$ cat src/rtl/scl_rate_cfg.svh
// Register offsets, field positions and reset values of the bus clock rate generator
`ifndef SCL_RATE_CFG_SVH
`define SCL_RATE_CFG_SVH

// Register offsets on the plain register port
`define PSEL_OFS 4'h0
`define MODE0_OFS 4'h1
`define MODE1_OFS 4'h2
`define DATA0_OFS 4'h3
`define DATA1_OFS 4'h4
`define START_OFS 4'h5
`define HALT_OFS 4'h6
`define STAT_OFS 4'h7

// Field positions
`define CHOICE_BIT 15
`define DIV_MSB 15
`define DIV_LSB 9
`define PRE_LOW_MSB 3
`define PRE_LOW_LSB 0
`define PRE_HIGH_MSB 7
`define PRE_HIGH_LSB 4

// Limits and sizes
`define PRE_MAX_CODE 4'hB
`define PRE_STAGES 12
`define NUM_CH 2

// Reset values
`define PSEL_RST 16'h0000
`define MODE_RST 16'h0000
`define DATA_RST 16'hFE00
`define TICK_RST 12'h001

`endif

$ cat src/rtl/scl_rate_pkg.sv
// Types shared by the bus clock rate generator
`default_nettype none
package scl_rate_pkg;
   typedef logic [15:0] reg_word_t;
   typedef logic [6:0] div_val_t;
   typedef logic [3:0] pre_code_t;
   typedef logic [11:0] tick_vec_t;
   typedef enum logic [1:0] {
      PH_IDLE = 2'b00,
      PH_HIGH = 2'b01,
      PH_LOW = 2'b10
   } scl_phase_t;
endpackage
`default_nettype wire

$ cat src/rtl/pow2_prescaler.sv
// Power-of-two enable pulses from the system clock
`default_nettype none
`include "scl_rate_cfg.svh"
module pow2_prescaler import scl_rate_pkg::*; (
   input wire logic sys_clk,
   input wire logic rstn,
   output logic [11:0] tick
);
   logic [10:0] cnt_r;
   logic [10:0] cnt_nxt;
   tick_vec_t tick_r;
   tick_vec_t tick_nxt;

   // Enables, not derived clocks, keep one clock domain
   // One process drives every tap, so the vector has a single driver
   always_comb begin
      cnt_nxt = cnt_r + 11'h001;
      tick_nxt = {`PRE_STAGES{1'b0}};
      tick_nxt[0] = 1'b1;
      for (int k = 1; k < `PRE_STAGES; k++) begin
         tick_nxt[k] = ((cnt_r & 11'((1 << k) - 1)) == 11'((1 << k) - 1));
      end
   end

   always_ff @(posedge sys_clk) begin
      if (!rstn) begin
         cnt_r <= 11'h000;
         tick_r <= `TICK_RST;
      end else begin
         cnt_r <= cnt_nxt;
         tick_r <= tick_nxt;
      end
   end

   assign tick = tick_r;
endmodule // pow2_prescaler
`default_nettype wire

$ cat src/rtl/scl_divider.sv
// Reloading half-period counter that toggles one bus clock
`default_nettype none
`include "scl_rate_cfg.svh"
module scl_divider import scl_rate_pkg::*; (
   input wire logic sys_clk,
   input wire logic rstn,
   input wire logic run,
   input wire logic mck_en,
   input wire logic [6:0] div,
   output logic scl
);
   scl_phase_t phase_r;
   scl_phase_t phase_nxt;
   div_val_t cnt_r;
   div_val_t cnt_nxt;
   logic scl_r;
   logic scl_nxt;

   always_comb begin
      phase_nxt = phase_r;
      cnt_nxt = cnt_r;
      if (!run) begin
         phase_nxt = PH_IDLE;
         cnt_nxt = div;
      end else begin
         unique case (phase_r)
            PH_IDLE: begin
               phase_nxt = PH_HIGH;
               cnt_nxt = div;
            end
            PH_HIGH, PH_LOW: begin
               if (mck_en) begin
                  if (cnt_r == 7'h00) begin
                     // Same reload for both halves gives equal phases
                     phase_nxt = (phase_r == PH_HIGH) ? PH_LOW : PH_HIGH;
                     cnt_nxt = div;
                  end else begin
                     cnt_nxt = cnt_r - 7'h01;
                  end
               end
            end
            default: begin
               phase_nxt = PH_IDLE;
               cnt_nxt = div;
            end
         endcase
      end
      scl_nxt = (phase_nxt != PH_LOW);
   end

   always_ff @(posedge sys_clk) begin
      if (!rstn) begin
         phase_r <= PH_IDLE;
         cnt_r <= 7'h00;
         scl_r <= 1'b1;
      end else begin
         phase_r <= phase_nxt;
         cnt_r <= cnt_nxt;
         scl_r <= scl_nxt;
      end
   end

   assign scl = scl_r;
endmodule // scl_divider
`default_nettype wire

$ cat src/rtl/simple_i2c_scl_rate_gen.sv
// Bus clock rate generator for two simplified two-wire master channels
`default_nettype none
`include "scl_rate_cfg.svh"
module simple_i2c_scl_rate_gen import scl_rate_pkg::*; (
   input wire logic sys_clk,
   input wire logic rstn,
   input wire logic [3:0] addr,
   input wire logic [15:0] wdata,
   input wire logic wr,
   input wire logic rd,
   output logic [15:0] rdata,
   output logic [1:0] scl_out,
   output logic [1:0] scl_oe
);
   ////////////////////////////////////////////////////////////////////////////
   // Declarations
   reg_word_t psel_r;
   reg_word_t psel_nxt;
   reg_word_t mode_r [`NUM_CH];
   reg_word_t mode_nxt [`NUM_CH];
   reg_word_t data_r [`NUM_CH];
   reg_word_t data_nxt [`NUM_CH];
   logic [1:0] run_r;
   logic [1:0] run_nxt;
   reg_word_t rdata_r;
   reg_word_t rdata_nxt;
   tick_vec_t tick;
   pre_code_t code_sel [`NUM_CH];
   logic [1:0] mck_en;
   logic [1:0] bad_code;
   logic [1:0] div_zero;
   div_val_t div_w [`NUM_CH];
   logic [1:0] scl_w;

   ////////////////////////////////////////////////////////////////////////////
   // Prescaler
   pow2_prescaler u_pre (
      .sys_clk(sys_clk),
      .rstn(rstn),
      .tick(tick)
   );

   ////////////////////////////////////////////////////////////////////////////
   // Operation clock choice per channel
   always_comb begin
      for (int c = 0; c < `NUM_CH; c++) begin
         // Choice bit steers which prescaler field applies
         code_sel[c] = mode_r[c][`CHOICE_BIT] ? psel_r[`PRE_HIGH_MSB:`PRE_HIGH_LSB]
                                              : psel_r[`PRE_LOW_MSB:`PRE_LOW_LSB];
         // Prohibited codes stop the channel clock rather than alias
         bad_code[c] = (code_sel[c] > `PRE_MAX_CODE);
         mck_en[c] = bad_code[c] ? 1'b0 : tick[code_sel[c]];
         div_w[c] = data_r[c][`DIV_MSB:`DIV_LSB];
         div_zero[c] = (div_w[c] == 7'h00);
      end
   end

   ////////////////////////////////////////////////////////////////////////////
   // Register file
   always_comb begin
      psel_nxt = psel_r;
      run_nxt = run_r;
      rdata_nxt = 16'h0000;
      for (int c = 0; c < `NUM_CH; c++) begin
         mode_nxt[c] = mode_r[c];
         data_nxt[c] = data_r[c];
      end
      if (wr) begin
         unique case (addr)
            `PSEL_OFS: psel_nxt = {8'h00, wdata[7:0]};
            `MODE0_OFS: mode_nxt[0] = wdata;
            `MODE1_OFS: mode_nxt[1] = wdata;
            `DATA0_OFS: data_nxt[0] = wdata;
            `DATA1_OFS: data_nxt[1] = wdata;
            `START_OFS: run_nxt = run_r | wdata[1:0];
            // Upper halt bits belong to absent channels and are dropped
            `HALT_OFS: run_nxt = run_r & ~wdata[1:0];
            default: begin
            end
         endcase
      end
      if (rd) begin
         unique case (addr)
            `PSEL_OFS: rdata_nxt = psel_r;
            `MODE0_OFS: rdata_nxt = mode_r[0];
            `MODE1_OFS: rdata_nxt = mode_r[1];
            `DATA0_OFS: rdata_nxt = data_r[0];
            `DATA1_OFS: rdata_nxt = data_r[1];
            `START_OFS: rdata_nxt = {14'h0000, run_r};
            `STAT_OFS: rdata_nxt = {8'h00, div_zero, bad_code, scl_w, run_r};
            default: rdata_nxt = 16'h0000;
         endcase
      end
   end

   always_ff @(posedge sys_clk) begin
      if (!rstn) begin
         psel_r <= `PSEL_RST;
         run_r <= 2'h0;
         rdata_r <= 16'h0000;
         for (int c = 0; c < `NUM_CH; c++) begin
            mode_r[c] <= `MODE_RST;
            data_r[c] <= `DATA_RST;
         end
      end else begin
         psel_r <= psel_nxt;
         run_r <= run_nxt;
         rdata_r <= rdata_nxt;
         for (int c = 0; c < `NUM_CH; c++) begin
            mode_r[c] <= mode_nxt[c];
            data_r[c] <= data_nxt[c];
         end
      end
   end

   assign rdata = rdata_r;

   ////////////////////////////////////////////////////////////////////////////
   // Bus clock dividers
   genvar g;
   generate
      for (g = 0; g < `NUM_CH; g++) begin : g_ch
         scl_divider u_div (
            .sys_clk(sys_clk),
            .rstn(rstn),
            .run(run_r[g]),
            .mck_en(mck_en[g]),
            .div(div_w[g]),
            .scl(scl_w[g])
         );
      end
   endgenerate

   // Open drain: only ever pull low, the pull-up makes high
   assign scl_out = 2'h0;
   assign scl_oe = ~scl_w;

   ////////////////////////////////////////////////////////////////////////////
   // Phase length watch on the first channel
   logic scl_d_r;
   logic scl_d_nxt;
   logic [18:0] len_r;
   logic [18:0] len_nxt;
   logic [18:0] prev_len_r;
   logic [18:0] prev_len_nxt;
   logic [1:0] seen_r;
   logic [1:0] seen_nxt;
   logic toggle;

   always_comb begin
      toggle = (scl_w[0] != scl_d_r);
      scl_d_nxt = scl_w[0];
      len_nxt = toggle ? 19'h00001 : len_r + 19'h00001;
      prev_len_nxt = toggle ? len_r : prev_len_r;
      seen_nxt = seen_r;
      if (!run_r[0] || wr) begin
         seen_nxt = 2'h0;
      end else if (toggle && seen_r != 2'h3) begin
         seen_nxt = seen_r + 2'h1;
      end
   end

   always_ff @(posedge sys_clk) begin
      if (!rstn) begin
         scl_d_r <= 1'b1;
         len_r <= 19'h00000;
         prev_len_r <= 19'h00000;
         seen_r <= 2'h0;
      end else begin
         scl_d_r <= scl_d_nxt;
         len_r <= len_nxt;
         prev_len_r <= prev_len_nxt;
         seen_r <= seen_nxt;
      end
   end
endmodule // simple_i2c_scl_rate_gen
`default_nettype wire

$ cat config.mk
export PLATFORM = sky130hd
export DESIGN_NAME = simple_i2c_scl_rate_gen
export DESIGN_NICKNAME = d
export VERILOG_FILES = /design/src/rtl/scl_rate_pkg.sv /design/src/rtl/pow2_prescaler.sv /design/src/rtl/scl_divider.sv /design/src/rtl/simple_i2c_scl_rate_gen.sv
export VERILOG_INCLUDE_DIRS = /design/src /design/src/rtl
export SDC_FILE = /design/constraint.sdc
export NUM_CORES = 1
export LEC_CHECK = 0
export BUFFER_PORTS_ARGS = -buffer_cell sky130_fd_sc_hd__buf_2
export CORE_UTILIZATION = 40
export CTS_BUF_LIST = sky130_fd_sc_hd__clkbuf_16
export DETAILED_ROUTE_END_ITERATION = 10
export MAX_ROUTING_LAYER = met4
export PLACE_DENSITY = 0.57
export SLEW_MARGIN = 10
export SYNTH_ARGS = -nofsm -noshare
export SYNTH_HDL_FRONTEND = slang
export SYNTH_SLANG_ARGS = --single-unit
export TNS_END_PERCENT = 1
$ cat constraint.sdc
create_clock -name sys_clk -period 2.6 [get_ports sys_clk]
set_clock_uncertainty 0.15 [all_clocks]
set_input_delay 0.39 -clock sys_clk [delete_from_list [all_inputs] [get_ports sys_clk]]
set_output_delay 0.39 -clock sys_clk [all_outputs]
set_load 0.02 [all_outputs]
---- After elaboration in Yosys (flattened, before gate mapping) ----
Memories as Yosys holds them, arrays and structs flattened.
Cells that the tools add are included.
storage, ports and cells
  register bits after elaboration ......... 69
  bits in latches ......................... 0
  memory bits (writable) .................. 64
  bits in read-only memories .............. 0
  bits of input ports ..................... 24
  word-level logic and storage cells ...... 107
  memories ................................ 2
memories
  name    depth  width  rd ports  clocked after Yosys merged registers in  write ports  RTL line                       text
  data_r  2      16     2         0                                        2            simple_i2c_scl_rate_gen.sv:21  reg_word_t data_r [`NUM_CH];
  mode_r  2      16     2         0                                        2            simple_i2c_scl_rate_gen.sv:19  reg_word_t mode_r [`NUM_CH];
operators by class
  add/subtract/negate cells ............... 3
  $mul .................................... 0
  div/mod/pow operators ................... 0
  magnitude comparators ................... 4
  equality and inequality tests ........... 25
  shifts and indexed selects .............. 0
  muxes and demuxes ....................... 40
  bitwise logic cells ..................... 8
  reductions and logical operators ........ 13
operators by type and width
  cell                                                                    count
  16-bit 2-to-1 mux                                                       8
  16-bit one-hot mux with 7 select lines                                  1
  32-bit 2-to-1 mux                                                       2
  7-bit 2-to-1 mux                                                        8
  7-bit logical NOT                                                       4
  4-bit by 3-bit equality test with 1-bit output (second input constant)  4
  2-bit 2-to-1 mux                                                        8
  7-bit by 1-bit subtractor with 7-bit output (second input constant)     2
  2-bit one-hot mux with 2 select lines                                   3
  11-bit by 1-bit adder with 11-bit output (second input constant)        1
  11-bit equality test (second input constant)                            1
  10-bit equality test (second input constant)                            1
  4-bit by 5-bit < comparator with 1-bit output (second input constant)   2
  9-bit equality test (second input constant)                             1
  1-bit binary-select mux with 4-bit select                               2
  4-bit by 2-bit equality test with 1-bit output (second input constant)  2
  8-bit equality test (second input constant)                             1
  4-bit > comparator (second input constant)                              2
  4-bit 2-to-1 mux                                                        2
  7-bit equality test (second input constant)                             1
  2-bit equality test (second input constant)                             3
  6-bit equality test (second input constant)                             1
  1-bit 2-to-1 mux                                                        6
  3-bit by 2-bit != test with 1-bit output (second input constant)        2
  15 further kinds                                                        25

---- Logic depth before layout (Yosys ltp) ----
An unclocked memory read counts as a cell.
  depth in word-level cells ............... 9
  mapped depth ............................ 9
  gate-level depth less buffers ........... 8

---- By module ----
A second synthesis with hierarchy kept.
unflattened totals
  cells, all modules ...................... 715
  area, all modules ....................... 6354.8 um^2
modules (own cells, without submodules)
  module                       instances  cells each  area an instance (um^2)
  simple_i2c_scl_rate_gen      1          483         4215.3
  pow2_prescaler               1          76          784.5
  scl_divider (g_ch[1].u_div)  1          85          735.7
  scl_divider (g_ch[0].u_div)  1          71          619.3

---- Worst setup path after synthesis ----
OpenSTA, ideal clock, no wires.
  path kind ............................... register to register
  start ................................... memory mode_r[0][31] (netlist name)
  end ..................................... register g_ch[1].u_div.scl_r
  data arrival time ....................... 1833 ps
  required time ........................... 2330 ps
  slack ................................... 497 ps
  stages on the path, launching flop included .. 7
  path through ............................ dfxtp_1 -> buf_6 -> mux2_4 -> o31ai_1 -> o221ai_2 -> a221o_1 -> a211o_1
RTL lines
  what                    RTL line                       text
  start: declaration      simple_i2c_scl_rate_gen.sv:19
  end signal: assignment  scl_divider.sv:59              scl_r <= scl_nxt;
  end: declaration        scl_divider.sv:16              logic scl_r;

==> impl_metrics.tcl <==
set metrics [dict create \
    die_w_um 125 \
    cts-resized-gates 0 \
    slew_violations 0 \
    final_layout_size_suffix_gt1_frac 0.146 \
    cts_buffer_depth 2 \
    synthDistinctLibCells 66 \
    syn_inst 760 \
    cts_max_level 4 \
    fin_crit_sh 0.945 \
    die_area_mm2 0.0157 \
    fin_tns_setup_ns 0 \
    clock-sinks 132 \
    final_common_cell "nand2_1" \
    cp.required_ns 2.76 \
    synth_flop_cell "dfxtp_1" \
    busiest_layer "met2" \
    hpwl_um 12200 \
    clk_pin_slew_ns 0.06 \
    wl_um 17600 \
    cts_tree "built" \
    relSlewSlack 0.503 \
    ys_seq_area_frac 0.434 \
    fin_util 0.485 \
    rows 44 \
    met1_usage 0.289 \
    dp_slack_ns 0.175 \
    rr_worst_depth 7 \
    num_vias 5619 \
    rsz0062_at_grt "no" \
    grt_max_degree 75 \
    async_flop_share 0 \
    power_switching_share 0.249 \
    overflow 0 \
    worst_slack_ns 0.142 \
    critPathArrivalTime_ns 2.62 \
    fill_cells 1488 \
    status "complete, but fails checks" \
    detail-route-antenna-nets 0 \
    ctsHoldBuffers 0 \
    ir_worst_vdd_mv 0.447 \
    io_buffers 41 \
    gr-usage-all-layers 0.241 \
    grt_pass1_vias 5522 \
    tightest_slew_ns 0.745 \
    timing_hold_violations_final 0 \
    antenna_found_initial 1 \
    violations "design-rule violations" \
    pwr-share-seq 0.440 \
    initial_utilization 0.414 \
    post_cts_buffers 0 \
    power_switching_mw 1.18 \
    postPlaceCellArea_mm2 0.00653 \
    maxCapViolations 0 \
    hold_class "input pin to register" \
    multi_input_area_mm2 0.00316 \
    ff2ff_setup_slack_ns 0.14 \
    whs_path_depth 3 \
    numCtsBuffers 17 \
    most-common-layout-cells "179 x nand2_1, 130 x dfxtp_1, 89 x a21oi_1" \
    critPathLaunchType "register" \
    core_mm2 0.0147 \
    crit_path_end_kind "register" \
    grt_use_met3 0.0509 \
    post-route-cell-area_mm2 0.00712 \
    synth_edf_count 0 \
    max_clock_freq_mhz 407 \
    syn_avg_cell_area_um2 8.01 \
    cp_max_fo 13 \
    gr-usage-met2 0.401 \
    crit_type "register to register" \
    yosys_warnings 0 \
    detail_route.wl_per_cell_um 17.7 \
    p_int_mw 3.58 \
    clk_latency_ns 0.42 \
    root_buffer "clkbuf_16" \
    syn_area_mm2 0.00609 \
    drc 2 \
    die_h_um 125 \
    p_leak_nw 2.73 \
    whs_ns 0.102 \
    grt_pass1_wl_um 28600 \
    fin_nets 834 \
    p_comb_frac 0.053 \
    min_period_ns 2.46 \
    clockPowerShare 0.507 \
    firstDrtPassIters 8 \
    drtIter0Drc 514 \
    syn_to_final_growth_pct 17.1 \
    via_per_inst 5.65 \
    gp_congestion 0.832 \
    ys_ff_latch 132 \
    io_pins 44 \
    p_per_area_mw_per_mm2 669 \
    seqCellArea_mm2 0.00265 \
    setup_violations 0 \
]
logic make-up (layout without fill, tap and decap cells):
logic type	Yosys count	in the layout	synth area share
AO/OA/AOI/OAI	208	208	0.218
adder cells (fa/ha/maj)	14	14	0.0288
XOR/XNOR	6	6	0.00863
multiplexers	7	7	0.0130
flip-flops	132	132	0.434
buffers and inverters	70	118	0.0487
other	1	3	0.000616
AND/OR/NAND/NOR	322	322	0.249
through the flow:
stage,instances,total power [mW]
floorplan,761,2.28
global placement,961,2.39
detailed placement,961,2.39
CTS,993,4.80
global route,994,4.92
finish,994,4.76
Yosys cell counts (4+ instances only):
cell type  instances  area share
o211ai_1           6      0.0074
xor2_1             4      0.0058
nand4_1            4      0.0041
ha_1              14       0.029
o21bai_1           4      0.0049
a22oi_1           29       0.036
nor3_1             8      0.0066
nand3_1           41       0.034
a222oi_1           6      0.0099
a21oi_1           89       0.073
nand2_1          179        0.11
and3_1             9      0.0093
and2_1            14       0.014
o22ai_1            4      0.0041
buf_2             12      0.0099
nor2b_1            9      0.0093
o2111ai_1          4      0.0058
nor3b_1            8      0.0099
a31oi_1            9      0.0093
dfxtp_1          132        0.43
nor2_1            19       0.012
o31ai_1            5      0.0062
o21ai_0           24       0.020
clkbuf_1          37       0.023
inv_1             17       0.010
nand2b_1           9      0.0093
state kept, by name (all words and copies together), names as in the netlist, named ones only:
signal / flops
data_r: 32
g_ch.u_div.scl: 2
g_ch.u_div.phase_r: 4
rdata: 16
g_ch.u_div.cnt_r: 14
psel_r: 8
mode_r: 32
u_pre.tick: 11
u_pre.cnt_r: 11
area by class of cell:
type / count / share of cell area
inverters: 17 / 0.00896
well taps: 184 / 0.0323
flip-flops and latches: 132 / 0.371
multi-input cells: 559 / 0.444
repair buffers: 69 / 0.0601
diodes: 1 / 0.000351
clock buffers: 17 / 0.0597
clock inverters: 15 / 0.0237
routing by layer:
metal  vias up  wire length (um)  part of all wire
li1       2755                 -                 -
met1      2700              7800              0.44
met2       131              8590              0.49
met3        33               841             0.048
met4         0               346             0.020
met5         -                 0                 0
critical path: stages (launching register included):
cell	delay, ns
dfxtp_1	0.50
nand2_1	0.15
o22a_1	0.26
o21ai_0	0.31
a221oi_2	0.09
buf_4	0.21
a2111oi_0	0.45
and3b_1	0.23
path summary, 6_finish.rpt:
path | start | end
max | mode_r[0][15] | g_ch[0].u_div.phase_r[0]
min | wdata[8] | mode_r[0][24]
max reg2reg | mode_r[0][15] | g_ch[0].u_div.phase_r[0]
min reg2reg | u_pre.cnt_r[0] | u_pre.cnt_r[0]
power groups by stage:
stage	combinational (mW)	clock, mW	sequential, mW
after floorplan	0.156	0	2.13
after global placement	0.247	0	2.14
after detailed placement	0.252	0	2.14
after CTS	0.253	2.45	2.10
after global routing	0.278	2.54	2.10
final	0.254	2.41	2.10
No activity file was read; power rests on OpenSTA's default activity.
